**src/rtl/am_regs.svh**
```systemverilog
// Register offsets, reset values and bit positions of the activity monitor
`ifndef AM_REGS_SVH
`define AM_REGS_SVH

`define AM_ADDR_ENABLE   8'h92
`define AM_ADDR_QUALIFY  8'h93
`define AM_ADDR_POLARITY 8'h94
`define AM_ADDR_FLAGS    8'h95
`define AM_ADDR_PM_STAT  8'hbd
`define AM_ADDR_PM_DOUT  8'hbf

`define AM_RESET_BYTE    8'h00
`define AM_ALL_ONES      8'hff
`define AM_SYNC_W        12
`define AM_SYNC_IDLE     12'hfff
`define AM_PM_STAT_PAD   7'h00
`define AM_LINES_LO      7
`define AM_HOST_HI       11
`define AM_HOST_LO       8

`endif

```
**src/rtl/am_pkg.sv**
```systemverilog
// Types shared by the activity monitor modules
package am_pkg;

	typedef struct packed {
		logic [7:0] addr;
		logic       wr;
		logic       rd;
		logic [7:0] wdata;
	} am_sfr_req_t;

	typedef struct packed {
		logic a0;
		logic cs_n;
		logic wr_n;
		logic rd_n;
	} am_host_t;

	typedef struct packed {
		logic [7:0] enable;
		logic [7:0] qualify;
		logic [7:0] polarity;
	} am_cfg_t;

endpackage

```
**src/rtl/am_sync.sv**
```systemverilog
// Two-stage synchroniser for the watched lines and host strobes
`include "am_regs.svh"

module am_sync (
	input  wire logic                     clk,
	input  wire logic                     resetn,
	input  wire logic [`AM_SYNC_W-1:0]    din,
	output logic      [`AM_SYNC_W-1:0]    dout
);
	logic [`AM_SYNC_W-1:0] meta;
	logic [`AM_SYNC_W-1:0] next_meta;
	logic [`AM_SYNC_W-1:0] next_dout;

	always_comb begin
		next_meta = din;
		next_dout = meta;
	end

	always_ff @(posedge clk or negedge resetn) begin
		if (!resetn) begin
			meta <= `AM_SYNC_IDLE;
			dout <= `AM_SYNC_IDLE;
		end else begin
			meta <= next_meta;
			dout <= next_dout;
		end
	end

endmodule

```
**src/rtl/am_pm_buffer.sv**
```systemverilog
// Power-management output buffer with its full flag
`include "am_regs.svh"

module am_pm_buffer (
	input  wire logic       clk,
	input  wire logic       resetn,
	input  wire logic       fw_wr,
	input  wire logic [7:0] fw_wdata,
	input  wire logic       host_rd,
	output logic      [7:0] data,
	output logic            full
);
	logic [7:0] next_data;
	logic       next_full;

	// A firmware write in the cycle of a host read keeps the flag set
	always_comb begin
		next_data = fw_wr ? fw_wdata : data;
		next_full = fw_wr | (full & ~host_rd);
	end

	always_ff @(posedge clk or negedge resetn) begin
		if (!resetn) begin
			data <= `AM_RESET_BYTE;
			full <= 1'b0;
		end else begin
			data <= next_data;
			full <= next_full;
		end
	end

endmodule

```
**src/rtl/am_activity_monitor.sv**
```systemverilog
// Activity monitor with its registers and power-event host buffer
`include "am_regs.svh"

module am_activity_monitor (
	input  wire logic                 clk,
	input  wire logic                 resetn,
	input  wire am_pkg::am_sfr_req_t  sfr_req,
	output logic      [7:0]           sfr_rdata,
	input  wire logic [7:0]           watched_input_n,
	input  wire am_pkg::am_host_t     host,
	input  wire logic                 irq_global_enable,
	input  wire logic                 irq_priority_in,
	output logic                      irq_request,
	output logic                      irq_priority,
	output logic      [7:0]           pin_state,
	output logic      [7:0]           host_data_out,
	output logic                      host_data_oe_n,
	output logic                      host_power_event_interrupt_n
);
	import am_pkg::*;

	logic [`AM_SYNC_W-1:0] sync_raw;
	logic [`AM_SYNC_W-1:0] sync_q;
	logic [7:0]            watched;
	am_host_t              host_s;

	am_cfg_t               cfg;
	am_cfg_t               next_cfg;
	logic [7:0]            flags;
	logic [7:0]            next_flags;
	logic [7:0]            level_match;
	logic [7:0]            valid;
	logic [7:0]            set;
	logic [7:0]            keep;
	logic                  strobe_ok;

	logic                  next_irq_request;
	logic                  next_irq_priority;
	logic [7:0]            next_sfr_rdata;

	logic                  prev_rd_n;
	logic                  next_prev_rd_n;
	logic                  pm_host_rd;
	logic                  pm_fw_wr;
	logic [7:0]            pm_data;
	logic                  pm_full;
	logic [7:0]            pm_status;
	logic [7:0]            next_pin_state;
	logic [7:0]            next_host_data_out;
	logic                  next_host_data_oe_n;
	logic                  next_host_int_n;

	assign sync_raw = {host.a0, host.cs_n, host.wr_n, host.rd_n,
		watched_input_n};

	am_sync u_sync (
		.clk    (clk),
		.resetn (resetn),
		.din    (sync_raw),
		.dout   (sync_q)
	);

	assign watched = sync_q[`AM_LINES_LO:0];
	assign host_s  = am_host_t'(sync_q[`AM_HOST_HI:`AM_HOST_LO]);

	// Configuration and flag registers
	always_comb begin
		next_cfg = cfg;
		if (sfr_req.wr && sfr_req.addr == `AM_ADDR_ENABLE) begin
			next_cfg.enable = sfr_req.wdata;
		end
		if (sfr_req.wr && sfr_req.addr == `AM_ADDR_QUALIFY) begin
			next_cfg.qualify = sfr_req.wdata;
		end
		if (sfr_req.wr && sfr_req.addr == `AM_ADDR_POLARITY) begin
			next_cfg.polarity = sfr_req.wdata;
		end
	end

	always_comb begin
		strobe_ok   = ~host_s.rd_n | ~host_s.wr_n;
		level_match = ~(watched ^ cfg.polarity);
		valid       = level_match & (~cfg.qualify | {8{strobe_ok}});
		set         = valid & cfg.enable;
		keep        = `AM_ALL_ONES;
		if (sfr_req.wr && sfr_req.addr == `AM_ADDR_FLAGS) begin
			keep = sfr_req.wdata;
		end
		// sticky flag, set wins over clear
		next_flags  = (flags & keep) | set;
	end

	always_ff @(posedge clk or negedge resetn) begin
		if (!resetn) begin
			cfg   <= '{`AM_RESET_BYTE, `AM_RESET_BYTE, `AM_RESET_BYTE};
			flags <= `AM_RESET_BYTE;
		end else begin
			cfg   <= next_cfg;
			flags <= next_flags;
		end
	end

	// Interrupt request toward the core
	always_comb begin
		next_irq_request  = (|(flags & cfg.enable)) & irq_global_enable;
		next_irq_priority = irq_priority_in;
	end

	always_ff @(posedge clk or negedge resetn) begin
		if (!resetn) begin
			irq_request  <= 1'b0;
			irq_priority <= 1'b0;
		end else begin
			irq_request  <= next_irq_request;
			irq_priority <= next_irq_priority;
		end
	end

	// Register read port, unmapped offsets read zero
	assign pm_status = {`AM_PM_STAT_PAD, pm_full};

	always_comb begin
		next_sfr_rdata = `AM_RESET_BYTE;
		if (sfr_req.rd) begin
			case (sfr_req.addr)
				`AM_ADDR_ENABLE:   next_sfr_rdata = cfg.enable;
				`AM_ADDR_QUALIFY:  next_sfr_rdata = cfg.qualify;
				`AM_ADDR_POLARITY: next_sfr_rdata = cfg.polarity;
				`AM_ADDR_FLAGS:    next_sfr_rdata = flags;
				`AM_ADDR_PM_STAT:  next_sfr_rdata = pm_status;
				`AM_ADDR_PM_DOUT:  next_sfr_rdata = pm_data;
				default:           next_sfr_rdata = `AM_RESET_BYTE;
			endcase
		end
	end

	always_ff @(posedge clk or negedge resetn) begin
		if (!resetn) begin
			sfr_rdata <= `AM_RESET_BYTE;
		end else begin
			sfr_rdata <= next_sfr_rdata;
		end
	end

	// Power-management output buffer
	assign pm_fw_wr = sfr_req.wr && sfr_req.addr == `AM_ADDR_PM_DOUT;

	// host read of the data buffer clears full
	assign pm_host_rd = prev_rd_n & ~host_s.rd_n & ~host_s.cs_n & ~host_s.a0;

	am_pm_buffer u_pm_buffer (
		.clk      (clk),
		.resetn   (resetn),
		.fw_wr    (pm_fw_wr),
		.fw_wdata (sfr_req.wdata),
		.host_rd  (pm_host_rd),
		.data     (pm_data),
		.full     (pm_full)
	);

	// Host side pins
	always_comb begin
		next_prev_rd_n      = host_s.rd_n;
		next_pin_state      = watched;
		next_host_data_oe_n = ~(~host_s.cs_n & ~host_s.rd_n);
		next_host_data_out  = host_s.a0 ? pm_status : pm_data;
		next_host_int_n     = ~pm_full;
	end

	always_ff @(posedge clk or negedge resetn) begin
		if (!resetn) begin
			prev_rd_n                    <= 1'b1;
			pin_state                    <= `AM_ALL_ONES;
			host_data_oe_n               <= 1'b1;
			host_data_out                <= `AM_RESET_BYTE;
			host_power_event_interrupt_n <= 1'b1;
		end else begin
			prev_rd_n                    <= next_prev_rd_n;
			pin_state                    <= next_pin_state;
			host_data_oe_n               <= next_host_data_oe_n;
			host_data_out                <= next_host_data_out;
			host_power_event_interrupt_n <= next_host_int_n;
		end
	end

	a_flag_set_sticky: assert property (
		@(posedge clk) disable iff (!resetn)
		(set != 8'h00) |=> ((flags & $past(set)) == $past(set)))
		else $error("flag not set by valid enabled line");

	a_disabled_no_set: assert property (
		@(posedge clk) disable iff (!resetn)
		1'b1 |=> ((flags & ~$past(flags) & ~$past(cfg.enable)) == 8'h00))
		else $error("flag rose on a disabled line");

	a_flag_write_clear: assert property (
		@(posedge clk) disable iff (!resetn)
		(sfr_req.wr && sfr_req.addr == `AM_ADDR_FLAGS) |=>
		(flags == (($past(flags) & $past(sfr_req.wdata)) | $past(set))))
		else $error("flag write did not clear zeros");

	a_qualify_needs_strobe: assert property (
		@(posedge clk) disable iff (!resetn)
		(!strobe_ok) |=>
		((flags & ~$past(flags) & $past(cfg.qualify)) == 8'h00))
		else $error("qualified flag set without strobe");

	a_level_polarity: assert property (
		@(posedge clk) disable iff (!resetn)
		1'b1 |=> ((flags & ~$past(flags) &
		($past(watched) ^ $past(cfg.polarity))) == 8'h00))
		else $error("flag set at inactive level");

	a_unqualified_level: assert property (
		@(posedge clk) disable iff (!resetn)
		(cfg.enable[0] && !cfg.qualify[0] &&
		watched[0] == cfg.polarity[0]) |=> flags[0])
		else $error("unqualified active level did not set flag");

	a_irq_gating: assert property (
		@(posedge clk) disable iff (!resetn)
		(irq_global_enable && (flags & cfg.enable) != 8'h00)
		|=> irq_request ##1 1'b1)
		else $error("request missing for enabled set flag");

	a_irq_global_off: assert property (
		@(posedge clk) disable iff (!resetn)
		(!irq_global_enable) |=> (!irq_request &&
		irq_priority == $past(irq_priority_in)))
		else $error("request not gated or priority wrong");

	a_pm_event_raise: assert property (
		@(posedge clk) disable iff (!resetn)
		pm_fw_wr |-> ##2 !host_power_event_interrupt_n)
		else $error("power event not raised two cycles after write");

	a_pm_host_clear: assert property (
		@(posedge clk) disable iff (!resetn)
		(pm_host_rd && !pm_fw_wr) |=> !pm_full ##1
		host_power_event_interrupt_n)
		else $error("host read did not clear full flag");

	a_full_until_read: assert property (
		@(posedge clk) disable iff (!resetn)
		(pm_full && !pm_host_rd) |=> pm_full)
		else $error("full flag dropped without a host read");

	a_host_data_read: assert property (
		@(posedge clk) disable iff (!resetn)
		(!host_s.cs_n && !host_s.rd_n && !host_s.a0) |=>
		(!host_data_oe_n && host_data_out == $past(pm_data)))
		else $error("host read did not drive buffer data");

	a_flag_clear_irq: assert property (
		@(posedge clk) disable iff (!resetn)
		(sfr_req.wr && sfr_req.addr == `AM_ADDR_FLAGS &&
		(((flags & sfr_req.wdata) | set) & cfg.enable) == 8'h00)
		|-> ##2 !irq_request)
		else $error("request stayed after flags were cleared");

	a_flags_read_back: assert property (
		@(posedge clk) disable iff (!resetn)
		(sfr_req.rd && sfr_req.addr == `AM_ADDR_FLAGS) |=>
		(sfr_rdata == $past(flags)))
		else $error("flag read returned wrong value");

	a_sync_latency: assert property (
		@(posedge clk) disable iff (!resetn)
		resetn |-> ##3 (pin_state == $past(watched_input_n, 3)))
		else $error("pin state not three cycles behind lines");

	a_reset_clear: assert property (
		@(posedge clk)
		(resetn && !$past(resetn)) |->
		(flags == 8'h00 && cfg.enable == 8'h00 &&
		cfg.qualify == 8'h00 && cfg.polarity == 8'h00))
		else $error("registers not zero after reset");

endmodule

```
**config.mk**
```make
export PLATFORM = sky130hd
export DESIGN_NAME = am_activity_monitor
export DESIGN_NICKNAME = d
export VERILOG_FILES = /design/src/rtl/am_pkg.sv /design/src/rtl/am_sync.sv /design/src/rtl/am_pm_buffer.sv /design/src/rtl/am_activity_monitor.sv
export VERILOG_INCLUDE_DIRS = /design/src /design/src/rtl
export SDC_FILE = /design/constraint.sdc
export NUM_CORES = 1
export LEC_CHECK = 0
export BUFFER_PORTS_ARGS = -buffer_cell sky130_fd_sc_hd__buf_4
export CAP_MARGIN = 10
export CORE_UTILIZATION = 55
export DETAILED_ROUTE_END_ITERATION = 10
export GPL_TIMING_DRIVEN = 0
export MAX_ROUTING_LAYER = met4
export PLACE_DENSITY = 0.78
export SLEW_MARGIN = 20
export SYNTH_ARGS = -nofsm -noshare
export SYNTH_HDL_FRONTEND = slang
export SYNTH_SLANG_ARGS = --single-unit
```
**constraint.sdc**
```tcl
create_clock -name clk -period 3.5 [get_ports clk]
set_input_delay 0.875 -clock clk [delete_from_list [all_inputs] [get_ports clk]]
set_output_delay 0.875 -clock clk [all_outputs]
set_load 0.01 [all_outputs]
```
==> summary.txt <==
Outcome
  • Status: completed

Setup path
  • Crit path kind: in2reg
  • Maximum fanout along the worst path: 8
  • FF-to-FF path depth: 5
  • Worst setup EP type: register
  • CP arrival: about 2.2 ns
  • Reg-to-reg endpoint: flags[4]
  • Worst path required time: 3.74 ns
  • Worst r2r src: u_sync.dout[8]
  • CP Launch Type: input pin
  • R2R Setup Slk: 2.07 ns

Clock network
  • Maximum buffer depth of the clock tree: 2
  • Worst skew pair latency: 0.36 ns
  • # resized after CTS: 0
  • TritonCTS clock tree: built
  • Worst-path clk slew: 0.09 ns
  • Htree depth: 3
  • CTS Buf Count: 9
  • CTS Sinks: 94
  • Setup bufs post-CTS: 0
  • Clock root cell: clkbuf_8
  • Hold buffers post-CTS: 0

STA
  • Max Slew Vio Count: 0
  • Highest clock rate: a little over 500 MHz
  • RSZ-0062 raised after global routing: false
  • Final number of hold-violating endpoints: 0
  • Slew @ Worst Pin: 0.7948 ns
  • Period Utilization, post-route: 56.48%
  • Rel. slew slack: 47.02%
  • Final setup violation count: 0
  • Final Critical Period: a little under 2 ns
  • Setup TNS: 0 ns
  • Fin Hold WS: 0.3567 ns
  • Clock skew: 0.007358 ns

Run
  • Max cap viols: 0

Cells and area
  • Most frequent cells in the layout: buf_4 (60), dfrtp_1 (59), dfstp_2 (35)
  • Fin nets: 363
  • Final instance area: approximately 4400 um2
  • Final Core Density: 69.16%
  • Share of cells above drive strength 1: 47.31%
  • Area growth syn-to-layout: 20.73%
  • Commonest non-fill, non-tap cell in the layout: buf_4
  • Diodes inserted: 0
  • Fillers: 473
  • Post-Layout Cell Count: 411

Global route
  • Number of global-route vias before repair: 2293
  • Total gr overflow: 0
  • First-pass GRT wire length: 11210 um
  • Initial antenna violation count: 0
  • Global-route usage over all layers: 21.93%
  • Largest net degree at the start of global routing: 95

Place
  • Hpwl dp: approximately 4800 um
  • Post-Place Cells: 395
  • Area after DPL: 4190 um2
  • Routability cong.: 0.8551
  • Buffers on Ports: 58

Route
  • Vias/cell: between 5 and 6
  • ANT nets after route: 0
  • DRC viols: 0
  • Router iterations before antenna repair: 4
  • Vias: 2286
  • WL/cell: between 15 and 20 um
  • Number of DRC markers in iteration 0: about 180
  • Routed wire length: approximately 7000 um

Floorplanning
  • Vert. Die Dim: around 84 um
  • Initial Util: 57.29%
  • Row cnt: 29
  • Die area: 6982 um2
  • Die width: 83.56 um
  • I/O pin count: 62
  • Core footprint: 6386 um2

Yosys
  • Mapped cell area: ~3700 um2
  • Yosys warns: 0
  • Yosys reg bits: 94
  • Number of synthesized flops with an enable pin: 0
  • Cells after Synth: 260
  • Netlist cell types: 37
  • Synth Area per Inst: 14.07 um2
  • Seq/Total Area, Yosys: 65.49%
  • Async SR Flop Fraction: 100.0%
  • Syn_nets: 294
  • Ys flop type: dfrtp_1

Power and ir drop
  • Maximum vdd drop: between 300 and 400 uV
  • P per Cell Area: 482.5 nW/um2
  • LEAKAGE: 2.074 nW

Min path
  • Worst Hold Class: reg2reg
  • Hold path depth: 0
  • HP Start: u_sync.meta[5]
  • Min-Delay Endpoint: u_sync.dout[5]
==> logic make-up (layout without fill, tap and decap cells) <==
family	count (synthesis)	count (layout)	synth area share [%]
DFF	94	94	65.49
muxes	35	35	10.88
and+or+nand+nor	58	58	10.16
AOI/OAI and AO/OA	54	54	9.918
buffers and inverters	11	85	1.641
xor gates and xnor gates	8	8	1.915
==> metal layers <==
metal  GRT usage, %  routed length (um)  vias to the layer above
li1               -                   -                     1067
met1          29.34                3081                     1125
met2          31.26                3229                       81
met3          5.341                 413                       13
met4          11.56                 157                        0
met5              -                   0                        -
==> per-stage QoR <==
stage	total power, W	setup WS (ns)
final	0.002131	1.523
after global routing	0.002212	1.431
after CTS	0.002156	1.580
after detailed placement	0.001365	1.185
after global placement	0.001359	1.175
after floorplan	0.001269	1.442
==> power by group <==
| group | internal, W | switching (W) | leakage [nW] |
|---|---|---|---|
| clock | 0.000423 | 0.000362 | 0.110 |
| combinational | 0.0000798 | 0.0000826 | 0.821 |
| sequential | 0.00115 | 0.0000319 | 1.14 |
| total | 0.00165 | 0.000477 | 2.07 |
==> sequential cells by signal (all words and copies together), names as in the netlist <==
register	count
cfg	24
flags	8
host_data_oe_n	1
host_data_out	8
host_power_event_interrupt_n	1
irq_priority	1
irq_request	1
pin_state	8
prev_rd_n	1
sfr_rdata	8
u_pm_buffer.data	8
u_pm_buffer.full	1
u_sync.dout	12
u_sync.meta	12
==> synth_stat cells (3+ instances only) <==
master | count | area, um2
and3b_1 | 3 | 26.28
nor2b_1 | 9 | 56.30
inv_1 | 4 | 15.01
buf_4 | 3 | 22.52
xor2_1 | 8 | 70.07
mux2_2 | 34 | 382.9
dfstp_2 | 35 | 919.6
dfrtp_1 | 59 | 1476
nand3_1 | 4 | 20.02
nand2_1 | 23 | 86.33
o21ai_0 | 12 | 60.06
a21oi_1 | 15 | 75.07
a22o_1 | 11 | 96.34
clkbuf_1 | 3 | 11.26
a22oi_1 | 9 | 67.56
==> cell type report <==
cell class	count	area [um2]	area share, %
flip-flops and latches	94	2396	54.25
multi-input cells	155	1202	27.22
repair buffers	58	439.2	9.943
clock buffers	11	141.4	3.201
well taps	77	96.34	2.181
clock inverters	5	81.33	1.841
plain buffers	7	45.04	1.020
inverters	4	15.01	0.3399
==> critical path, stage by stage <==
cell      delay, ns
buf_4          0.14
and3b_1        0.20
clkbuf_1       0.28
nand4_1        0.37
o21ai_0        0.28
nand2_1        0.07
==> how the worst max path moves through the flow <==
stage | endpoint | from | slack [ns]
2_1_floorplan | cfg[10] | sfr_req[10] | 1.44
5_1_grt | flags[1] | sfr_req[11] | 1.43
3_5_place_dp | flags[4] | sfr_req[11] | 1.18
4_1_cts | cfg[4] | sfr_req[16] | 1.58
6_report | flags[5] | sfr_req[11] | 1.52
3_3_place_gp | flags[3] | sfr_req[11] | 1.18
(Power assumes the default switching activity.)
